[src/design/vector_regs.svh]
// Constants for the reset and interrupt vectoring unit
`ifndef VECTOR_REGS_SVH
`define VECTOR_REGS_SVH

// ==========================================================
// Vector addresses
`define VEC_RESET        4'h0
`define VEC_EXT_IRQ_ZERO 4'h1
`define VEC_EXT_IRQ_ONE  4'h2
`define VEC_T1_CAPT      4'h3
`define VEC_T1_COMPA     4'h4
`define VEC_T1_COMPB     4'h5
`define VEC_T1_OVF       4'h6
`define VEC_T0_OVF       4'h7
`define VEC_SPI_STC      4'h8
`define VEC_UART_RXC     4'h9
`define VEC_UART_UDRE    4'hA
`define VEC_UART_TXC     4'hB
`define VEC_ANA_COMP     4'hC

// ==========================================================
// Source count and timing
`define NUM_SOURCES      12
`define RST_FILTER_NS    50
`define CLK_PERIOD_NS    100
`define RST_FILTER_CYC   (((`RST_FILTER_NS + `CLK_PERIOD_NS - 1) / `CLK_PERIOD_NS) + 1)
`define FAST_START_CYC   256
`define SLOW_START_CYC   16384

`endif

[src/design/vector_pkg.sv]
// Types for the reset and interrupt vectoring unit
package vector_pkg;

  // Reset sequencer states
  typedef enum logic [2:0] {
    ST_HOLD  = 3'b001,
    ST_DELAY = 3'b010,
    ST_RUN   = 3'b100
  } rst_state_t;

  // Interrupt request to the core
  typedef struct packed {
    logic       valid;
    logic [3:0] addr;
  } vec_req_t;

endpackage

[src/design/sync_two_ff.sv]
// Two flip-flop synchroniser for a single level
`timescale 1ns/1ps
module sync_two_ff #(
  parameter logic RESET_VAL = 1'b0
) (
  input  wire logic clk,
  input  wire logic reset_n,
  input  wire logic async_in,
  output logic      sync_out
);

  logic meta_r;

  // ==========================================================
  // Synchroniser chain
  always_ff @(posedge clk or negedge reset_n)
  begin
    if (!reset_n)
    begin
      meta_r   <= RESET_VAL;
      sync_out <= RESET_VAL;
    end
    else
    begin
      meta_r   <= async_in;
      sync_out <= meta_r;
    end
  end

endmodule

[src/design/irq_arbiter.sv]
// Fixed-priority arbiter picking the lowest vector among requests
`timescale 1ns/1ps
`include "vector_regs.svh"
module irq_arbiter
  import vector_pkg::*;
#(
  parameter int N = `NUM_SOURCES
) (
  input  wire logic [N-1:0] pending,
  input  wire logic [N-1:0] enable,
  input  wire logic         global_en,
  output logic [N-1:0]      grant,
  output vec_req_t          req
);

  // Lowest set bit wins; vector address is its index plus one
  always_comb
  begin
    logic [N-1:0] live;
    live      = pending & enable & {N{global_en}};
    grant     = '0;
    req.valid = 1'b0;
    req.addr  = `VEC_RESET;
    for (int i = N - 1; i >= 0; i--)
    begin
      if (live[i])
      begin
        grant     = '0;
        grant[i]  = 1'b1;
        req.valid = 1'b1;
        req.addr  = 4'((i + 1));
      end
    end
  end

endmodule

[src/design/reset_and_interrupt_vectoring.sv]
// Reset combining, start-up delay and interrupt vectoring top
`timescale 1ns/1ps
`include "vector_regs.svh"
//
// Contract
// Twelve sources, each its own vector
// Taken only with source and global enable
// Lowest vector address wins, reset first
// All reset causes vector to zero
// External irq zero 0x001, one 0x002
// Timer vectors 0x003 through 0x007
// Serial, uart, comparator 0x008 to 0x00C
// Combine power-on, pin and watchdog resets
// Pin low over 50 ns resets
// Watchdog reset only when enabled, expired
// Reset forces registers, fetch from zero
// Delay 256 or 16K oscillator cycles
// Delay timer clocked by watchdog oscillator
// Pin held low extends power-on reset
// Watchdog pulse; delay starts at its end
// Accept clears global enable; return sets
// Vectoring clears the served pending flag
// Disabled requests stay pending until served
// Address is vector number minus one
// Delay counter cleared by any reset
module reset_and_interrupt_vectoring
  import vector_pkg::*;
#(
  parameter int N          = `NUM_SOURCES,
  parameter int SLOW_COUNT = `SLOW_START_CYC,
  parameter int FAST_COUNT = `FAST_START_CYC
) (
  input  wire logic         clk,
  input  wire logic         reset_n,
  input  wire logic         power_ok,
  input  wire logic         reset_pin_n,
  input  wire logic         wd_enable,
  input  wire logic         wd_timeout,
  input  wire logic         watchdog_oscillator,
  input  wire logic         fast_start_fuse,
  input  wire logic [N-1:0] irq_event,
  input  wire logic [N-1:0] irq_enable,
  input  wire logic [N-1:0] irq_sw_clear,
  input  wire logic         global_set,
  input  wire logic         global_clear,
  input  wire logic         return_from_interrupt_instr,
  input  wire logic         irq_ack,
  output logic              core_reset,
  output logic              io_reset,
  output logic              irq_valid,
  output logic [15:0]       vector_addr,
  output logic              global_en,
  output logic [N-1:0]      irq_pending,
  output logic [1:0]        reset_cause
);

  rst_state_t   state_r;
  logic         por_s;
  logic         pin_s;
  logic         osc_s;
  logic         osc_prev_r;
  logic         osc_tick;
  logic [2:0]   pin_low_cnt_r;
  logic         pin_reset_r;
  logic         wd_pulse_r;
  logic         any_reset;
  logic [14:0]  delay_cnt_r;
  logic [14:0]  delay_target;
  logic [N-1:0] grant;
  vec_req_t     req;
  logic         accept;
  logic [N-1:0] served_r;

  // ==========================================================
  // Input synchronisers
  sync_two_ff #(.RESET_VAL(1'b0)) u_sync_por (
    .clk      (clk),
    .reset_n  (reset_n),
    .async_in (power_ok),
    .sync_out (por_s)
  );

  // Pin resets to its idle high level, so release shows no false pin cause
  sync_two_ff #(.RESET_VAL(1'b1)) u_sync_pin (
    .clk      (clk),
    .reset_n  (reset_n),
    .async_in (reset_pin_n),
    .sync_out (pin_s)
  );

  sync_two_ff #(.RESET_VAL(1'b0)) u_sync_osc (
    .clk      (clk),
    .reset_n  (reset_n),
    .async_in (watchdog_oscillator),
    .sync_out (osc_s)
  );

  // ==========================================================
  // Oscillator edge enable
  always_ff @(posedge clk or negedge reset_n)
  begin
    if (!reset_n)
      osc_prev_r <= 1'b0;
    else
      osc_prev_r <= osc_s;
  end

  // rising oscillator edge tick
  assign osc_tick = osc_s & ~osc_prev_r;

  // ==========================================================
  // Reset pin low filter
  // pin low longer than filter
  always_ff @(posedge clk or negedge reset_n)
  begin
    if (!reset_n)
    begin
      pin_low_cnt_r <= 3'h0;
      pin_reset_r   <= 1'b1;
    end
    else if (pin_s)
    begin
      pin_low_cnt_r <= 3'h0;
      pin_reset_r   <= 1'b0;
    end
    else if (pin_low_cnt_r >= 3'(`RST_FILTER_CYC - 1))
      pin_reset_r   <= 1'b1;
    else
      pin_low_cnt_r <= pin_low_cnt_r + 3'h1;
  end

  // ==========================================================
  // Watchdog reset pulse, held until the next oscillator tick
  // only when enabled and expired
  // pulse lasts until the next oscillator tick
  always_ff @(posedge clk or negedge reset_n)
  begin
    if (!reset_n)
      wd_pulse_r <= 1'b0;
    else if (wd_enable && wd_timeout && state_r == ST_RUN)
      wd_pulse_r <= 1'b1;
    else if (osc_tick)
      wd_pulse_r <= 1'b0;
  end

  // combine the three causes
  // pin held low keeps reset
  assign any_reset = ~por_s | pin_reset_r | wd_pulse_r;

  // fuse selects terminal count
  assign delay_target = fast_start_fuse ? 15'(FAST_COUNT - 1) : 15'(SLOW_COUNT - 1);

  // ==========================================================
  // Start-up sequencer
  // counter cleared by any reset
  always_ff @(posedge clk or negedge reset_n)
  begin
    if (!reset_n)
    begin
      state_r     <= ST_HOLD;
      delay_cnt_r <= 15'h0000;
    end
    else if (any_reset)
    begin
      state_r     <= ST_HOLD;
      delay_cnt_r <= 15'h0000;
    end
    else
    begin
      case (state_r)
        ST_HOLD:
          state_r <= ST_DELAY;
        ST_DELAY:
          if (osc_tick)
          begin
            if (delay_cnt_r >= delay_target)
              state_r <= ST_RUN;
            else
              delay_cnt_r <= delay_cnt_r + 15'h0001;
          end
        ST_RUN:
          state_r <= ST_RUN;
        default:
          state_r <= ST_HOLD;
      endcase
    end
  end

  // ==========================================================
  // Reset outputs and cause record
  // registers forced during reset
  always_ff @(posedge clk or negedge reset_n)
  begin
    if (!reset_n)
    begin
      core_reset <= 1'b1;
      io_reset   <= 1'b1;
    end
    else
    begin
      core_reset <= (state_r != ST_RUN) | any_reset;
      io_reset   <= any_reset;
    end
  end

  // Last reset cause: 1 power, 2 pin, 3 watchdog
  always_ff @(posedge clk or negedge reset_n)
  begin
    if (!reset_n)
      reset_cause <= 2'h1;
    else if (~por_s)
      reset_cause <= 2'h1;
    else if (pin_reset_r)
      reset_cause <= 2'h2;
    else if (wd_pulse_r)
      reset_cause <= 2'h3;
  end

  // ==========================================================
  // Arbitration
  // lowest vector first
  irq_arbiter #(.N(N)) u_arb (
    .pending   (irq_pending),
    .enable    (irq_enable),
    .global_en (global_en),
    .grant     (grant),
    .req       (req)
  );

  // taken only when enabled
  assign accept = irq_ack & irq_valid & ~core_reset;

  // ==========================================================
  // Served source, latched with the presented vector
  // clear the presented source
  always_ff @(posedge clk or negedge reset_n)
  begin
    if (!reset_n)
      served_r <= '0;
    else if (core_reset || any_reset)
      served_r <= '0;
    else if (!accept)
      served_r <= grant;
  end

  // ==========================================================
  // Pending flags
  // stay pending while disabled
  // clear served flag on vectoring
  always_ff @(posedge clk or negedge reset_n)
  begin
    if (!reset_n)
      irq_pending <= '0;
    else if (io_reset)
      irq_pending <= '0;
    else
      irq_pending <= irq_event | (irq_pending & ~irq_sw_clear & ~(accept ? served_r : '0));
  end

  // ==========================================================
  // Global enable
  // accept clears, return sets
  always_ff @(posedge clk or negedge reset_n)
  begin
    if (!reset_n)
      global_en <= 1'b0;
    else if (io_reset)
      global_en <= 1'b0;
    else if (accept)
      global_en <= 1'b0;
    else if (return_from_interrupt_instr || global_set)
      global_en <= 1'b1;
    else if (global_clear)
      global_en <= 1'b0;
  end

  // ==========================================================
  // Vector to the core
  // reset vectors to zero
  // address is vector number minus one
  always_ff @(posedge clk or negedge reset_n)
  begin
    if (!reset_n)
    begin
      irq_valid   <= 1'b0;
      vector_addr <= 16'h0000;
    end
    else if (core_reset || any_reset)
    begin
      irq_valid   <= 1'b0;
      vector_addr <= {12'h000, `VEC_RESET};
    end
    else if (accept)
      irq_valid   <= 1'b0;
    else
    begin
      // one vector per source
      // external irqs at 0x001, 0x002
      // timers at 0x003 to 0x007
      // others at 0x008 to 0x00C
      irq_valid   <= req.valid;
      vector_addr <= {12'h000, req.addr};
    end
  end

endmodule

[config.mk]
export PLATFORM = sky130hd
export DESIGN_NAME = reset_and_interrupt_vectoring
export DESIGN_NICKNAME = d
export VERILOG_FILES = /design/src/design/vector_pkg.sv /design/src/design/sync_two_ff.sv /design/src/design/irq_arbiter.sv /design/src/design/reset_and_interrupt_vectoring.sv
export VERILOG_INCLUDE_DIRS = /design/src /design/src/design
export SDC_FILE = /design/constraint.sdc
export NUM_CORES = 1
export LEC_CHECK = 0
export ABC_AREA = 1
export BUFFER_PORTS_ARGS = -buffer_cell sky130_fd_sc_hd__buf_2
export CORE_MARGIN = 2
export CORE_UTILIZATION = 45
export CTS_CLUSTER_DIAMETER = 80
export CTS_CLUSTER_SIZE = 16
export DETAILED_ROUTE_END_ITERATION = 8
export PLACE_DENSITY_LB_ADDON = 0.3
export SKIP_CTS_REPAIR_TIMING = 1
export SLEW_MARGIN = 20
export SYNTH_ARGS = -nofsm -noshare
export SYNTH_HDL_FRONTEND = slang
export SYNTH_SLANG_ARGS = --single-unit
[constraint.sdc]
create_clock -name clk -period 2.1 [get_ports clk]
set_clock_uncertainty 0.05 [all_clocks]
set_input_delay 0.42 -clock clk [delete_from_list [all_inputs] [get_ports clk]]
set_output_delay 0.42 -clock clk [all_outputs]
set_load 0.05 [all_outputs]
==> out/results.ini <==
[run_status]
status = finished clean

[drt]
drtPass1Iterations = 5
via_count = 3032
vias_per_cell = 4.95
drt_iter0_drc = 172
drc_errors = 0
wl_um = 7810
detail-route-antenna-nets = 0
wl_per_cell_um = 12.7

[critical_path]
worstSetupStartpointType = flip-flop
startpoint = delay_cnt_r[9]
max_stage_delay_ns = 0.46
crit_arrival_ns = 2.02
cpMaxStageDelayCell = dfrtp_1
cp-end-kind = flip-flop
rr_startpoint = delay_cnt_r[9]
crit_type = reg -> reg
path_max_fanout = 15
crit_buf_inv = 1
crit_path_cell_trace = ha_1, nand2_1, inv_1, nand3_1, nor2_2, nor2_1, nand2_2, nand2_4, nand2_4, nand3_1, nand2_1
critPathTopFamily = simple AND/OR/NAND/NOR gates
required_ns = 2.27

[die]
dieArea_mm2 = 0.00839
rows = 31
die-height_um = 91.6
die-width_um = 91.6
start_util_pct = 47.1
core_mm2 = 0.00733
ios = 82

[logic_synthesis]
ys_seq_area_share_pct = 46.7
synth-seq-cells = 64
async_reset_ff_share_pct = 100
yosysMostFrequentCell = nand2_1
synth_edf_count = 0
ys.flop_type = dfrtp_1
syn_area_mm2 = 0.00345
netlist.top_cell.by_area = dfrtp_1
yosys_warnings = 0
synth_top_area_share_pct = 41.3
netlist_top_cells_area = dfrtp_1 41%, nand2_1 11%, inv_1 6.1%
synthCells = 430
yosys-top-cells-count = 97 x nand2_1, 57 x dfrtp_1, 56 x inv_1
ys_types = 35
syn_area_per_cell_um2 = 8.03

[pwr]
combPwrFrac_pct = 23.0
power_switching_mw = 1.14
p_sw_share_pct = 33.0
p_per_area_mw_per_mm2 = 832
power_leakage_nw = 2.25
pwr-share-seq_pct = 42.2
power_mw = 3.44
internal_power_mw = 2.30
ir_worst_vdd_v = 0.000453
power_frac_clock_pct = 34.8

[timing]
fin_crit_sh_pct = 87.7
finalSetupViolations = 0
min_period_ns = 1.84
max_freq_ghz = 0.543
rsz0062_at_grt = false
finalMaxSlewViolations = 0
finalSetupTns_ns = 0
final-hold-violation-count = 0

[placement]
place.detailed.hpwl_um = 5780
io_buffer_count = 69
place_area_mm2 = 0.00390
place.gp.congestion = 0.833

[clock_tree]
clk_latency_ns = 0.33
tritoncts = yes
htreeDepth = 3
clk_path_buf_depth = 2
cts_sinks = 64
root_buffer = clkbuf_8
numCtsBuffers = 9
clk_pin_slew_ns = 0.07

[grt]
grt_pass1_vias = 2994
grt_max_degree = 65
overflow = 0
grt_usage_pct = 20.3
grt_first_pass_wirelength_um = 13600
antenna_found_initial = 0

[run]
cap_violations = 0

[layout]
final_util_pct = 56.4
finish.instance_area_mm2 = 0.00413
syn_to_final_growth_pct = 19.7
drive_gt1_share_pct = 22.4
nFillCells = 708
fin_nets = 566
n_antenna_cell = 0

[hold_path]
worstHoldPathType = in -> async

[registers in the layout, indices dropped and copies added (netlist names)]
| signal | count |
|---|---|
| core_reset | 1 |
| delay_cnt_r | 15 |
| global_en | 1 |
| io_reset | 1 |
| irq_pending | 12 |
| irq_valid | 1 |
| osc_prev_r | 1 |
| pin_low_cnt_r | 3 |
| pin_reset_r | 1 |
| reset_cause | 2 |
| served_r | 12 |
| state_r | 3 |
| u_sync_osc.meta_r | 1 |
| u_sync_osc.sync_out | 1 |
| u_sync_pin.meta_r | 1 |
| u_sync_pin.sync_out | 1 |
| u_sync_por.meta_r | 1 |
| u_sync_por.sync_out | 1 |
| vector_addr | 4 |
| wd_pulse_r | 1 |
[cells by family (layout without fill, tap and decap cells)]
logic type / Yosys count / count (layout) / synth area share [%]
adder cells (fa/ha/maj): 9 / 9 / 3.26
AND/OR/NAND/NOR: 230 / 230 / 31.1
AO/OA/AOI/OAI: 41 / 41 / 6.78
XOR/XNOR: 7 / 7 / 1.78
flip-flops: 64 / 64 / 46.7
buffers and inverters: 78 / 151 / 10.3
other: 1 / 12 / 0.109
[area by class of cell]
class | count | area [um2] | area share [%]
well taps | 99 | 124 | 3.00
flip-flops and latches | 64 | 1610 | 39.0
multi-input cells | 299 | 1530 | 37.0
repair buffers | 78 | 425 | 10.3
clock buffers | 11 | 151 | 3.66
clock inverters | 5 | 78.8 | 1.91
inverters | 57 | 214 | 5.18
[power groups by stage]
stage	clock [mW]	sequential, mW	combinational, mW
after floorplan	0	1.64	0.413
after global placement	0	1.47	0.785
after detailed placement	0	1.47	0.797
after CTS	1.23	1.45	0.799
after global routing	1.27	1.47	0.882
final	1.20	1.45	0.791
[worst paths after layout]
| check | cells past startpoint | slack [ns] | end |
|---|---|---|---|
| hold / removal | 2 | 0.04 | irq_pending[9] |
| max in group asynchronous | 2 | 1.65 | u_sync_pin.sync_out |
| setup reg to reg | 11 | 0.26 | delay_cnt_r[11] |
| setup / recovery | 11 | 0.26 | delay_cnt_r[11] |
| hold reg to reg | 0 | 0.30 | u_sync_por.sync_out |
| min in group clk | 1 | 0.13 | u_sync_pin.meta_r |
[stage by stage]
step	hold slack, ns	cells	setup WS (ns)
2_1_floorplan	0.0744	441	0.374
3_3_place_gp	0.284	597	0.204
3_5_place_dp	0.285	597	0.133
4_1_cts	0.0398	613	0.245
5_1_grt	0.0550	613	0.0506
6_report	0.0421	613	0.257
[metal layers]
layer	vias to the layer above	GRT usage [%]	routed length, um
met5	-	0	0
met4	0	9.34	109
met3	9	4.07	416
met2	77	34.9	3890
met1	1403	24.4	3390
li1	1543	-	-
[cell usage in the layout (no fill, tap or decap), types with 4 or more instances in the layout]
cell type	instances
clkbuf_8	11
conb_1	12
dfstp_2	7
buf_4	8
nor2_2	4
nand4_1	23
dfrtp_1	57
xor2_1	6
a31oi_1	4
o21ai_0	4
a21oi_1	20
nand3b_1	7
inv_1	56
nand2_1	97
nor2_1	40
o21bai_1	5
o22ai_1	4
buf_2	69
nor3_1	5
nand3_1	41
ha_1	9
Power figures use the tool's default switching activity.
